### config.mk
export PLATFORM = sky130hd
export DESIGN_NAME = pmswc_top
export DESIGN_NICKNAME = d
export VERILOG_FILES = /design/src/hw/pmswc_pkg.sv /design/src/hw/pmswc_top.sv
export SDC_FILE = /design/constraint.sdc
export NUM_CORES = 1
export LEC_CHECK = 0
export BUFFER_PORTS_ARGS = -buffer_cell sky130_fd_sc_hd__buf_2
export CORE_MARGIN = 2
export CORE_UTILIZATION = 50
export DETAILED_ROUTE_END_ITERATION = 8
export GPL_TIMING_DRIVEN = 0
export PLACE_DENSITY = 0.73
export SYNTH_ARGS = -nofsm -noshare
export SYNTH_HDL_FRONTEND = slang
export SYNTH_SLANG_ARGS = --single-unit
### constraint.sdc
create_clock -name aclk -period 3.5 [get_ports aclk]
set_clock_uncertainty 0.2 [all_clocks]
set_input_delay 0.875 -clock aclk [delete_from_list [all_inputs] [get_ports aclk]]
set_output_delay 0.875 -clock aclk [all_outputs]
set_load 0.05 [all_outputs]
### src/hw/pmswc_pkg.sv
package pmswc_pkg;
    // register byte offsets
    localparam logic [7:0] PMSWC_SCC_OFF = 8'h00;
    localparam logic [7:0] PMSWC_OSC_OFF = 8'h04;
    localparam logic [7:0] PMSWC_STAT_OFF = 8'h08;
    localparam logic [7:0] PMSWC_PORT_A_WAKE_ENABLE_OFF = 8'h0C;
    localparam logic [7:0] PMSWC_WDT_OFF = 8'h10;
    localparam logic [7:0] PMSWC_CMD_OFF = 8'h14;
    // system clock control field positions
    localparam int PMSWC_CKS_LSB = 5;
    localparam int PMSWC_FHS_BIT = 3;
    localparam int PMSWC_FSS_BIT = 2;
    localparam int PMSWC_FKEEP_BIT = 1;
    localparam int PMSWC_SKEEP_BIT = 0;
    localparam logic [7:0] PMSWC_SCC_RST = 8'h00;
    localparam logic [7:0] PMSWC_SCC_WMASK = 8'hEF;
    localparam logic [2:0] PMSWC_CKS_SLOW = 3'h7;
    // oscillator control: bit0 internal enable, bit1 crystal enable
    localparam logic [1:0] PMSWC_OSC_RST = 2'h1;
    // watchdog control
    localparam logic [4:0] PMSWC_WE_DIS = 5'h15;
    localparam logic [4:0] PMSWC_WE_EN = 5'h0A;
    localparam logic [7:0] PMSWC_WDTC_RST = 8'h53;
    // command register bits
    localparam int PMSWC_CMD_HALT = 0;
    localparam int PMSWC_CMD_CLRWDT = 1;
    // timing
    localparam int PMSWC_CLK_MHZ = 250;
    localparam int PMSWC_OSC_STAB_US = 64;
    localparam int PMSWC_OSC_STAB_CYC = PMSWC_OSC_STAB_US * PMSWC_CLK_MHZ;
    localparam int PMSWC_SLOW_DIV = 8;

    typedef enum logic [3:0] {
        PMSWC_RUN = 4'b0001,
        PMSWC_HALTED = 4'b0010,
        PMSWC_WAKE = 4'b0100,
        PMSWC_RESUME = 4'b1000
    } pmswc_state_t;

    typedef enum logic [2:0] {
        PMSWC_M_SLEEP = 3'd0,
        PMSWC_M_IDLE_SLOW = 3'd1,
        PMSWC_M_IDLE_BOTH = 3'd2,
        PMSWC_M_IDLE_FAST = 3'd3,
        PMSWC_M_ACTIVE = 3'd4
    } pmswc_mode_t;

    typedef struct packed {
        logic fast_clk_en;
        logic slow_clk_en;
        logic sys_clk_en;
        logic cpu_hold;
    } pmswc_clk_t;

    typedef struct packed {
        logic irq_req;
        logic irq_enabled;
        logic stack_full;
    } pmswc_irq_t;
endpackage : pmswc_pkg

### src/hw/pmswc_top.sv
// Contract
// - leaving slow mode selects fast divide 1..64
// - fast switch waits for oscillator ready
// - halt with both keep bits zero sleeps
// - sleep stops all clocks except watchdog
// - fast 0 slow 1 stops fast clock
// - both keep bits one keep both
// - fast 1 slow 0 stops slow clock
// - halt preserves memory, registers and ports
// - halt sets power-down, clears timeout flag
// - halt clears watchdog counter
// - wake on port edge, interrupt, watchdog
// - power-down cleared by power-up or clear
// - watchdog wake sets timeout, resets pc/sp
// - enabled port falling edge wakes, resume next
// - masked or stack-full irq resumes after halt
// - serviceable irq vectors at wake-up
// - irq pending at entry cannot wake
// - wake waits for stopped oscillators; code waits only for the selected fast oscillator on fast clock
// - select code 111 chooses slow clock
// - oscillator enable clears then sets ready
//
// The AXI4-Lite register port and the register addresses were chosen for this implementation.
`timescale 1ns/1ns
`default_nettype none
module pmswc_top
    import pmswc_pkg::*;
#(
    parameter int PORT_W = 8,
    parameter int STAB_CYC = PMSWC_OSC_STAB_CYC,
    parameter int WDT_W = 18
) (
    input wire logic aclk,
    input wire logic aresetn,
    input wire logic [7:0] s_axi_awaddr,
    input wire logic s_axi_awvalid,
    output logic s_axi_awready,
    input wire logic [31:0] s_axi_wdata,
    input wire logic [3:0] s_axi_wstrb,
    input wire logic s_axi_wvalid,
    output logic s_axi_wready,
    output logic [1:0] s_axi_bresp,
    output logic s_axi_bvalid,
    input wire logic s_axi_bready,
    input wire logic [7:0] s_axi_araddr,
    input wire logic s_axi_arvalid,
    output logic s_axi_arready,
    output logic [31:0] s_axi_rdata,
    output logic [1:0] s_axi_rresp,
    output logic s_axi_rvalid,
    input wire logic s_axi_rready,
    input wire logic [PORT_W-1:0] port_a_in,
    input wire pmswc_irq_t core_irq,
    output pmswc_clk_t clk_ctrl,
    output logic [2:0] sys_clock_divider_select,
    output logic sys_clk_is_slow,
    output logic resume_after_halt,
    output logic irq_take,
    output logic pc_sp_reset
);
    if (PORT_W < 1 || PORT_W > 16) $error("PORT_W out of range");
    if (STAB_CYC < 1) $error("STAB_CYC must be positive");
    if (WDT_W < 8 || WDT_W > 24) $error("WDT_W out of range");

    ////////////////////////////////////////////////////////////////////////
    // axi4-lite slave
    logic aw_hold_r, w_hold_r;
    logic [7:0] awaddr_r;
    logic [31:0] wdata_r;
    logic [3:0] wstrb_r;
    logic wr_go;
    logic [7:0] system_clock_control_reg;
    logic [1:0] osc_en_r;
    logic [PORT_W-1:0] port_a_wake_enable;
    logic [7:0] wdtc_r;
    logic power_down_flag, watchdog_timeout_flag;
    logic crystal_fast_osc_ready, internal_fast_osc_ready;
    pmswc_state_t state_r;

    assign wr_go = aw_hold_r && w_hold_r && !s_axi_bvalid;

    function automatic logic wr_hit(input logic [7:0] off);
        return wr_go && awaddr_r == off;
    endfunction : wr_hit

    always_ff @(posedge aclk) begin
        if (!aresetn) begin
            aw_hold_r <= 1'b0;
            w_hold_r <= 1'b0;
            awaddr_r <= 8'h00;
            wdata_r <= 32'h0000_0000;
            wstrb_r <= 4'h0;
            s_axi_awready <= 1'b0;
            s_axi_wready <= 1'b0;
            s_axi_bvalid <= 1'b0;
            s_axi_bresp <= 2'b00;
        end else begin
            s_axi_awready <= !aw_hold_r && !s_axi_awready && s_axi_awvalid;
            s_axi_wready <= !w_hold_r && !s_axi_wready && s_axi_wvalid;
            if (s_axi_awready && s_axi_awvalid) begin
                aw_hold_r <= 1'b1;
                awaddr_r <= s_axi_awaddr;
            end
            if (s_axi_wready && s_axi_wvalid) begin
                w_hold_r <= 1'b1;
                wdata_r <= s_axi_wdata;
                wstrb_r <= s_axi_wstrb;
            end
            if (wr_go) begin
                aw_hold_r <= 1'b0;
                w_hold_r <= 1'b0;
                s_axi_bvalid <= 1'b1;
                if (awaddr_r == PMSWC_SCC_OFF || awaddr_r == PMSWC_OSC_OFF
                    || awaddr_r == PMSWC_PORT_A_WAKE_ENABLE_OFF
                    || awaddr_r == PMSWC_WDT_OFF
                    || awaddr_r == PMSWC_CMD_OFF) begin
                    s_axi_bresp <= 2'b00;
                end else if (awaddr_r == PMSWC_STAT_OFF) begin
                    s_axi_bresp <= 2'b00;
                end else begin
                    s_axi_bresp <= 2'b10;
                end
            end else if (s_axi_bvalid && s_axi_bready) begin
                s_axi_bvalid <= 1'b0;
            end
        end
    end

    always_ff @(posedge aclk) begin
        if (!aresetn) begin
            s_axi_arready <= 1'b0;
            s_axi_rvalid <= 1'b0;
            s_axi_rdata <= 32'h0000_0000;
            s_axi_rresp <= 2'b00;
        end else begin
            s_axi_arready <= !s_axi_arready && !s_axi_rvalid
                && s_axi_arvalid;
            if (s_axi_arready && s_axi_arvalid) begin
                s_axi_rvalid <= 1'b1;
                s_axi_rresp <= 2'b00;
                if (s_axi_araddr == PMSWC_SCC_OFF) begin
                    s_axi_rdata <= {24'h00_0000, system_clock_control_reg};
                end else if (s_axi_araddr == PMSWC_OSC_OFF) begin
                    s_axi_rdata <= {28'h000_0000, crystal_fast_osc_ready,
                        internal_fast_osc_ready, osc_en_r};
                end else if (s_axi_araddr == PMSWC_STAT_OFF) begin
                    s_axi_rdata <= {26'h000_0000, state_r == PMSWC_HALTED,
                        sys_clk_is_slow, 2'b00, power_down_flag,
                        watchdog_timeout_flag};
                end else if (s_axi_araddr == PMSWC_PORT_A_WAKE_ENABLE_OFF) begin
                    s_axi_rdata <= 32'(port_a_wake_enable);
                end else if (s_axi_araddr == PMSWC_WDT_OFF) begin
                    s_axi_rdata <= {24'h00_0000, wdtc_r};
                end else if (s_axi_araddr == PMSWC_CMD_OFF) begin
                    s_axi_rdata <= 32'h0000_0000;
                end else begin
                    s_axi_rdata <= 32'h0000_0000;
                    s_axi_rresp <= 2'b10;
                end
            end else if (s_axi_rvalid && s_axi_rready) begin
                s_axi_rvalid <= 1'b0;
            end
        end
    end

    ////////////////////////////////////////////////////////////////////////
    // software registers
    logic halt_cmd, clrwdt_cmd;
    assign halt_cmd = wr_hit(PMSWC_CMD_OFF) && wstrb_r[0]
        && wdata_r[PMSWC_CMD_HALT];
    assign clrwdt_cmd = wr_hit(PMSWC_CMD_OFF) && wstrb_r[0]
        && wdata_r[PMSWC_CMD_CLRWDT];

    always_ff @(posedge aclk) begin
        if (!aresetn) begin
            system_clock_control_reg <= PMSWC_SCC_RST;
            osc_en_r <= PMSWC_OSC_RST;
            port_a_wake_enable <= '0;
            wdtc_r <= PMSWC_WDTC_RST;
        end else if (wr_go && wstrb_r[0]) begin
            if (awaddr_r == PMSWC_SCC_OFF) begin
                system_clock_control_reg <= wdata_r[7:0] & PMSWC_SCC_WMASK;
            end else if (awaddr_r == PMSWC_OSC_OFF) begin
                osc_en_r <= wdata_r[1:0];
            end else if (awaddr_r == PMSWC_PORT_A_WAKE_ENABLE_OFF) begin
                port_a_wake_enable <= wdata_r[PORT_W-1:0];
            end else if (awaddr_r == PMSWC_WDT_OFF) begin
                wdtc_r <= wdata_r[7:0];
            end
        end
    end

    logic fast_keep_in_idle, slow_keep_in_idle, fhs_sel;
    logic [2:0] cks_sel;
    assign fast_keep_in_idle = system_clock_control_reg[PMSWC_FKEEP_BIT];
    assign slow_keep_in_idle = system_clock_control_reg[PMSWC_SKEEP_BIT];
    assign fhs_sel = system_clock_control_reg[PMSWC_FHS_BIT];
    assign cks_sel = system_clock_control_reg[PMSWC_CKS_LSB +: 3];

    ////////////////////////////////////////////////////////////////////////
    // port a falling-edge detect
    logic [PORT_W-1:0] pa_s1_r, pa_s2_r, pa_s3_r;
    logic pa_wake;
    always_ff @(posedge aclk) begin
        if (!aresetn) begin
            pa_s1_r <= '1;
            pa_s2_r <= '1;
            pa_s3_r <= '1;
        end else begin
            pa_s1_r <= port_a_in;
            pa_s2_r <= pa_s1_r;
            pa_s3_r <= pa_s2_r;
        end
    end
    assign pa_wake = |(pa_s3_r & ~pa_s2_r & port_a_wake_enable);

    ////////////////////////////////////////////////////////////////////////
    // watchdog counter, slow tick derived locally
    logic wdt_enabled;
    logic [WDT_W-1:0] watchdog_counter;
    logic [$clog2(PMSWC_SLOW_DIV)-1:0] slow_div_r;
    logic wdt_ovf;
    assign wdt_enabled = wdtc_r[7:3] == PMSWC_WE_EN;
    assign wdt_ovf = wdt_enabled && slow_div_r == '0 && &watchdog_counter;

    always_ff @(posedge aclk) begin
        if (!aresetn) begin
            slow_div_r <= '0;
        end else begin
            slow_div_r <= slow_div_r + 1'b1;
        end
    end

    always_ff @(posedge aclk) begin
        if (!aresetn) begin
            watchdog_counter <= '0;
        end else if (halt_cmd || clrwdt_cmd) begin
            watchdog_counter <= '0;
        end else if (wdt_enabled && slow_div_r == '0) begin
            watchdog_counter <= watchdog_counter + 1'b1;
        end
    end

    ////////////////////////////////////////////////////////////////////////
    // oscillator ready flags
    logic [$clog2(STAB_CYC+1)-1:0] irc_cnt_r, xtal_cnt_r;
    logic [1:0] osc_run;
    logic [1:0] osc_run_d_r;
    logic fast_run;

    assign fast_run = state_r != PMSWC_HALTED || fast_keep_in_idle;
    assign osc_run = osc_en_r & {2{fast_run}};

    always_ff @(posedge aclk) begin
        if (!aresetn) begin
            osc_run_d_r <= 2'b00;
            irc_cnt_r <= '0;
            xtal_cnt_r <= '0;
            internal_fast_osc_ready <= 1'b0;
            crystal_fast_osc_ready <= 1'b0;
        end else begin
            osc_run_d_r <= osc_run;
            if (!osc_run[0] || !osc_run_d_r[0]) begin
                irc_cnt_r <= '0;
                internal_fast_osc_ready <= 1'b0;
            end else if (irc_cnt_r == ($bits(irc_cnt_r))'(STAB_CYC)) begin
                internal_fast_osc_ready <= 1'b1;
            end else begin
                irc_cnt_r <= irc_cnt_r + 1'b1;
            end
            if (!osc_run[1] || !osc_run_d_r[1]) begin
                xtal_cnt_r <= '0;
                crystal_fast_osc_ready <= 1'b0;
            end else if (xtal_cnt_r == ($bits(xtal_cnt_r))'(STAB_CYC)) begin
                crystal_fast_osc_ready <= 1'b1;
            end else begin
                xtal_cnt_r <= xtal_cnt_r + 1'b1;
            end
        end
    end

    logic fast_ready;
    assign fast_ready = fhs_sel ? crystal_fast_osc_ready
        : internal_fast_osc_ready;

    ////////////////////////////////////////////////////////////////////////
    // system clock select: slow to fast waits for ready
    always_ff @(posedge aclk) begin
        if (!aresetn) begin
            sys_clock_divider_select <= PMSWC_SCC_RST[7:5];
            sys_clk_is_slow <= 1'b0;
        end else if (cks_sel == PMSWC_CKS_SLOW) begin
            sys_clock_divider_select <= cks_sel;
            sys_clk_is_slow <= 1'b1;
        end else if (fast_ready) begin
            sys_clock_divider_select <= cks_sel;
            sys_clk_is_slow <= 1'b0;
        end
    end

    ////////////////////////////////////////////////////////////////////////
    // halt / wake sequencer
    logic irq_masked_r;
    logic irq_wake, any_wake;
    assign irq_wake = core_irq.irq_req && !irq_masked_r;
    assign any_wake = pa_wake || irq_wake || wdt_ovf;

    always_ff @(posedge aclk) begin
        if (!aresetn) begin
            state_r <= PMSWC_RUN;
            irq_masked_r <= 1'b0;
            resume_after_halt <= 1'b0;
            irq_take <= 1'b0;
            pc_sp_reset <= 1'b0;
        end else begin
            resume_after_halt <= 1'b0;
            irq_take <= 1'b0;
            pc_sp_reset <= 1'b0;
            case (state_r)
                PMSWC_RUN: begin
                    if (halt_cmd) begin
                        state_r <= PMSWC_HALTED;
                        irq_masked_r <= core_irq.irq_req;
                    end
                end
                PMSWC_HALTED: begin
                    if (any_wake) begin
                        state_r <= PMSWC_WAKE;
                    end
                end
                PMSWC_WAKE: begin
                    // only wait for the oscillator actually in use
                    if (sys_clk_is_slow || fast_ready) begin
                        state_r <= PMSWC_RESUME;
                    end
                end
                PMSWC_RESUME: begin
                    state_r <= PMSWC_RUN;
                    irq_masked_r <= 1'b0;
                    if (watchdog_timeout_flag) begin
                        pc_sp_reset <= 1'b1;
                    end else if (core_irq.irq_req && core_irq.irq_enabled
                        && !core_irq.stack_full) begin
                        irq_take <= 1'b1;
                    end else begin
                        resume_after_halt <= 1'b1;
                    end
                end
                default: state_r <= PMSWC_RUN;
            endcase
        end
    end

    ////////////////////////////////////////////////////////////////////////
    // status flags; halt also clears the watchdog counter, software registers untouched
    always_ff @(posedge aclk) begin
        if (!aresetn) begin
            power_down_flag <= 1'b0;
            watchdog_timeout_flag <= 1'b0;
        end else begin
            if (halt_cmd && state_r == PMSWC_RUN) begin
                power_down_flag <= 1'b1;
                watchdog_timeout_flag <= 1'b0;
            end else begin
                if (clrwdt_cmd) begin
                    power_down_flag <= 1'b0;
                    watchdog_timeout_flag <= 1'b0;
                end
                if (wdt_ovf && state_r == PMSWC_HALTED) begin
                    watchdog_timeout_flag <= 1'b1;
                end
            end
        end
    end

    ////////////////////////////////////////////////////////////////////////
    // clock gates
    always_ff @(posedge aclk) begin
        if (!aresetn) begin
            clk_ctrl <= '{fast_clk_en: 1'b1, slow_clk_en: 1'b1,
                sys_clk_en: 1'b1, cpu_hold: 1'b0};
        end else if (state_r == PMSWC_HALTED) begin
            // sleep, idle slow, idle both, idle fast
            clk_ctrl.fast_clk_en <= fast_keep_in_idle;
            clk_ctrl.slow_clk_en <= slow_keep_in_idle;
            clk_ctrl.sys_clk_en <= 1'b0;
            clk_ctrl.cpu_hold <= 1'b1;
        end else begin
            clk_ctrl.fast_clk_en <= 1'b1;
            clk_ctrl.slow_clk_en <= 1'b1;
            clk_ctrl.sys_clk_en <= state_r == PMSWC_RUN;
            clk_ctrl.cpu_hold <= state_r != PMSWC_RUN;
        end
    end
endmodule : pmswc_top
`default_nettype wire

# Word level (Yosys, flattened, before mapping)
# Index checks and enable logic that the tools add are counted.
# classes
addsub	4
n_eq_ne	23
mux	35
bitwise	9
n_reduce_logical	74
# ops
op	count
$mux W8	5
$eq A8 B4 Y1 const B	4
$eq A8 B5 Y1 const B	4
$add A14 B1 Y14 const B	2
$eq A14 B14 Y1 const B	2
$logic_and A1 B1 Y1	25
$add A18 B1 Y18 const B	1
$mux W2	9
$reduce_and A18 Y1	1
$and A8 B8 Y8	2
$eq A8 B3 Y1 const B	2
$logic_not A8 Y1	2
$mux W1	14
$logic_not A1 Y1	13
$mux W4	3
$pmux W4 S3	1
$reduce_bool A2 Y1	6
$logic_or A1 B1 Y1	11
$reduce_or A2 Y1	5
$not A8 Y8	1
$reduce_and A2 Y1	4
$reduce_or A8 Y1	1
$mux W3	2
$ne A2 B2 Y1 const B	3
other kinds (17)	22
# totals
reg_bits	180
output_inout_bits	52
word_cells	185

# Depth between registers and ports, before layout
# logic_depth
depth_word	8
mapped_depth	7
depth_no_buf	7

# Worst setup path before layout
# Ideal clock, no wire load.
# synth_path
path_kind	reg-to-reg
startpoint	register s_axi_bvalid
endpoint	register system_clock_control_reg[0]
setup_ns	0.116
arrival_ns	2.051
setup_slack_ns	1.133
stages_incl_launch_ff	7
n_path_buf	1
cell_sequence	dfxtp_1 -> nand3b_1 -> or3_4 -> or4b_1 -> buf_2 -> mux2i_1 -> nor2b_1
# synth_via
elab_chain_cells	4
# synth_lines
element	line_no	rtl
start, declared	pmswc_top.sv:43	output logic s_axi_bvalid,
start signal, assigned	pmswc_top.sv:95	s_axi_bvalid <= 1'b0;
start signal, assigned	pmswc_top.sv:112	s_axi_bvalid <= 1'b1;
start signal, assigned	pmswc_top.sv:124	s_axi_bvalid <= 1'b0;
$logic_not A1 Y1	pmswc_top.sv:80	assign wr_go = aw_hold_r && w_hold_r && !s_axi_bvalid;
$logic_and A1 B1 Y1	pmswc_top.sv:80	
$logic_and A1 B1 Y1	pmswc_top.sv:180	end else if (wr_go && wstrb_r[0]) begin
$reduce_and A2 Y1 (no source line)	--	
end signal, assigned	pmswc_top.sv:182	system_clock_control_reg <= wdata_r[7:0] & PMSWC_SCC_WMASK;
end, declared	pmswc_top.sv:72	logic [7:0] system_clock_control_reg;
# No other way between the ends.
# A chain may end at the register's enable or synchronous reset.

# Worst setup path after layout
# layout_path
startpoint	register awaddr_r[5]
endpoint	register watchdog_counter[7]
# layout_via
elab_chain_cells	6
word_cells_on_any_way	7
classes_between	eq/ne (1); reduce/logical (6)
# layout_lines
element	line_no	rtl
start, declared	pmswc_top.sv:68	logic [7:0] awaddr_r;
start signal, assigned	pmswc_top.sv:102	awaddr_r <= s_axi_awaddr;
$eq A8 B5 Y1 (*)	pmswc_top.sv:83	return wr_go && awaddr_r == off;
$logic_and A1 B1 Y1 (*)	pmswc_top.sv:83	
$logic_and A1 B1 Y1 (*)	pmswc_top.sv:169, pmswc_top.sv:171	
$logic_and A1 B1 Y1, on equally long branches	pmswc_top.sv:170, pmswc_top.sv:172	
$logic_or A1 B1 Y1 (*)	pmswc_top.sv:237	end else if (halt_cmd || clrwdt_cmd) begin
$reduce_or A2 Y1 (no source line) (*)	--	
end signal, assigned	pmswc_top.sv:240	watchdog_counter <= watchdog_counter + 1'b1;
end, declared	pmswc_top.sv:220	logic [WDT_W-1:0] watchdog_counter;
# Mark *: on every way between the ends. The rest lies on a longest branch, timed or not.

==> run_results.csv <==
group,metric,value,unit
status,status,"finished, final reports clean",
route,routed_met1_length,6.22,mm
clock_network,postCtsSetupBuffers,0,
grt,first_global_vias,4916,
floorplan,placeableCoreArea,12600,um^2
clock_network,h-tree-depth,4,
timing,final-hold-violation-count,0,
floorplan,design.portCount,122,
layout,drive_gt1_share,16.6,%
route,drc_violation_count_after_routing,0,
logic_synthesis,postSynthRegisterBits,154,
pwr,cellPowerDensity,535,nW/um^2
logic_synthesis,syn-instance-count,706,
layout,top_register,"watchdog_counter",
floorplan,floorplan.die.height,117,um
timing,normalized_max_slew_margin,50.1,%
worst_setup_path,cp_data_arrival_time,2.78,ns
placed_design,place_congestion,0.885,
route,route.vias.total,5053,
logic_synthesis,synth-seq-area-share,48.0,%
clock_network,numCtsBuffers,17,
grt,grt_remaining_overflow,0,
logic_synthesis,synth.distinct_cells,50,
layout,fillerInstances,1078,
route,detail_route_met2_wl,6.55,mm
route,dr.pass1.iters,5,
floorplan,num_rows,41,
clock_network,clk_root_buffer_cell,"sky130_fd_sc_hd__clkbuf_16",
route,wl_per_cell,13.8,um
timing,worst_pin_slew,0.743,ns
clock_network,cts_tree,"done",
route,finalWirelength,13.8,mm
floorplan,dieArea,13800,um^2
grt,antenna_found_initial,0,
clock_network,cts_resized,0,
layout,biggestRegsByFlops,"watchdog_counter x18, irc_cnt_r x14, xtal_cnt_r x14",
pwr,irDropWorstVdd,490,uV
route,vias_per_cell,5.04,
worst_setup_path,data_required_time_at_the_worst_endpoint,3.60,ns
logic_synthesis,syn_area_per_cell,9.10,um^2
worst_hold_path,hold_path_class,"reg -> reg",
grt,maximum_number_of_pins_on_one_net_before_global_route_repair,17,
logic_synthesis,synthesis.area,6420,um^2
logic_synthesis,yosys_warning_total,0,
worst_setup_path,criticalPathCategory,"reg -> reg",
timing,post-route-period-util,76.4,%
worst_setup_path,critical_path.max_fanout,10,
clock_network,clock-sinks,154,
worst_setup_path,worstSetupEndpointType,"register",
timing,totalNegativeSetupSlack,0,ns
floorplan,die_width,117,um
layout,regArea,3080,um^2
grt,grt_use_total,20.9,%
route,drt_iter0_markers,328,
timing,report.final.setup_viol,0,
placed_design,numPortBuffers,67,
floorplan,start_util,51.1,%
timing,slew_violations,0,
logic_synthesis,synth_ff_type,"sky130_fd_sc_hd__dfxtp_1",
layout,area_taken_by_multi_input_logic_gates,3060,um^2
route,met3RoutedLength,838,um
layout,largest_register_ff_count,18,
layout,antenna-diode-count,0,
run,maxCapViolCount,0,
layout,layout_commonest_cell,"sky130_fd_sc_hd__dfxtp_1",
route,antenna_violating_nets_post_route,0,
clock_network,worstSkewPairLatency,0.43,ns
logic_synthesis,proportion_of_register_bits_with_asynchronous_set_or_reset_after_synthesis,0,%
pwr,static-leakage-power,0.00307,uW
route,maxUsedRoutingLayer,"met4",
worst_setup_path,timing.critical_path.from_type,"register",
layout,area_growth_syn_to_layout,20.5,%
layout,mostFrequentLayoutCells,"sky130_fd_sc_hd__dfxtp_1, sky130_fd_sc_hd__nand2_1, sky130_fd_sc_hd__buf_2",
timing,achievable-frequency,374,MHz
grt,grt_first_pass_wirelength,23.2,mm
timing,rsz_0062_raised_after_global_routing,"false",
placed_design,dpl.hpwl,10.1,mm
layout,design.final.nets,894,
layout,end_of_flow_core_utilization,61.6,%
worst_hold_path,timing.hold.worst_path_depth,1,
worst_setup_path,timing.reg2reg.worst_path_depth,6,
logic_synthesis,synth-edff-count,0,
timing,period_minus_slack,2.67,ns
clock_network,worst_setup_hold_path_clk_slew,0.06,ns
clock_network,cts.path.max_buffers,2,
clock_network,cts_hold_buf,0,
through the flow:
stage	power (uW)	hold slack, ns	instances	cell area (um^2)	worst slack, ns
finish	4140	0.205	1002	7740	0.826
global route	4270	0.216	1002	7740	0.572
CTS	4160	0.206	1002	7740	0.855
detailed placement	2110	0.192	970	7070	0.802
global placement	2100	0.192	970	7070	0.787
floorplan	2040	0.186	731	6520	1.13
kinds of logic after synthesis:
kind of cell | synth area share, %
AND/OR/NAND/NOR | 26.7
flip-flops | 48.0
AO/OA/AOI/OAI | 8.32
buffers and inverters | 5.73
XOR/XNOR | 5.46
multiplexers | 4.36
adder cells (fa/ha/maj) | 1.36
other | 0.0584
worst max-delay path, stage by stage (launching register included):
cell and delay (ns):
sky130_fd_sc_hd__dfxtp_1 0.31, sky130_fd_sc_hd__or3_4 0.41, sky130_fd_sc_hd__nor4_1 0.61, sky130_fd_sc_hd__o21ai_0 0.23, sky130_fd_sc_hd__nand2_1 0.31, sky130_fd_sc_hd__clkbuf_1 0.38
sky130_fd_sc_hd__nor2_1 0.10
Yosys cell counts (2+ instances only):
cell type	number	share of area, %
sky130_fd_sc_hd__a21boi_0	19	2.2
sky130_fd_sc_hd__a21oi_1	25	1.9
sky130_fd_sc_hd__a221oi_1	4	0.55
sky130_fd_sc_hd__a22o_1	5	0.68
sky130_fd_sc_hd__a22oi_1	3	0.35
sky130_fd_sc_hd__and2_1	6	0.58
sky130_fd_sc_hd__and3_1	3	0.29
sky130_fd_sc_hd__and4_1	4	0.55
sky130_fd_sc_hd__buf_1	2	0.12
sky130_fd_sc_hd__buf_2	3	0.23
sky130_fd_sc_hd__buf_4	26	3.0
sky130_fd_sc_hd__clkbuf_1	22	1.3
sky130_fd_sc_hd__dfxtp_1	154	48
sky130_fd_sc_hd__ha_1	7	1.4
sky130_fd_sc_hd__inv_1	18	1.1
sky130_fd_sc_hd__mux2i_1	28	4.4
sky130_fd_sc_hd__nand2_1	82	4.8
sky130_fd_sc_hd__nand2b_1	31	3.0
sky130_fd_sc_hd__nand3_1	28	2.2
sky130_fd_sc_hd__nand3b_1	13	1.5
sky130_fd_sc_hd__nand4_1	14	1.4
sky130_fd_sc_hd__nand4b_1	2	0.27
sky130_fd_sc_hd__nor2_1	63	3.7
sky130_fd_sc_hd__nor2b_1	29	2.8
sky130_fd_sc_hd__nor3_1	12	0.94
sky130_fd_sc_hd__nor3b_1	3	0.35
sky130_fd_sc_hd__nor4_1	3	0.29
sky130_fd_sc_hd__nor4b_1	4	0.55
sky130_fd_sc_hd__o2111ai_1	3	0.41
sky130_fd_sc_hd__o211ai_1	3	0.35
sky130_fd_sc_hd__o21ai_0	18	1.4
sky130_fd_sc_hd__o2bb2ai_1	2	0.27
sky130_fd_sc_hd__or2_2	2	0.19
sky130_fd_sc_hd__or3_1	6	0.58
sky130_fd_sc_hd__or3_4	2	0.35
sky130_fd_sc_hd__or4_1	3	0.35
sky130_fd_sc_hd__or4b_2	3	0.47
sky130_fd_sc_hd__xnor2_1	13	1.8
sky130_fd_sc_hd__xor2_1	27	3.7
worst paths after layout:
path,startpoint,end,slack [ns]
worst min register to register,pa_s1_r[2],pa_s2_r[2],0.21
worst max-delay path,awaddr_r[5],watchdog_counter[7],0.83
worst max register to register,awaddr_r[5],watchdog_counter[7],0.83
worst min-delay path,pa_s1_r[2],pa_s2_r[2],0.21
metal layers:
layer / vias to the layer above / track usage, %
met2: 150 / 34.8
met5: - / 0
li1: 2573 / -
met3: 22 / 5.89
met1: 2308 / 25.9
met4: 0 / 7.53
power by group:
group	switching [uW]	internal, uW	leakage [uW]
registers	22.1	1790	0.00125
logic	176	89.1	0.00151
clock network	724	1340	0.000313
total	923	3220	0.00307
area by class of cell:
type | count | share of cell area (%)
Tap cell | 172 | 2.78
Sequential cell | 154 | 39.8
Inverter | 18 | 0.873
Clock buffer | 18 | 5.54
Buffer | 53 | 3.88
Clock inverter | 14 | 3.17
Timing Repair Buffer | 67 | 4.33
Multi-Input combinational cell | 506 | 39.6
(Power assumes the default switching activity.)
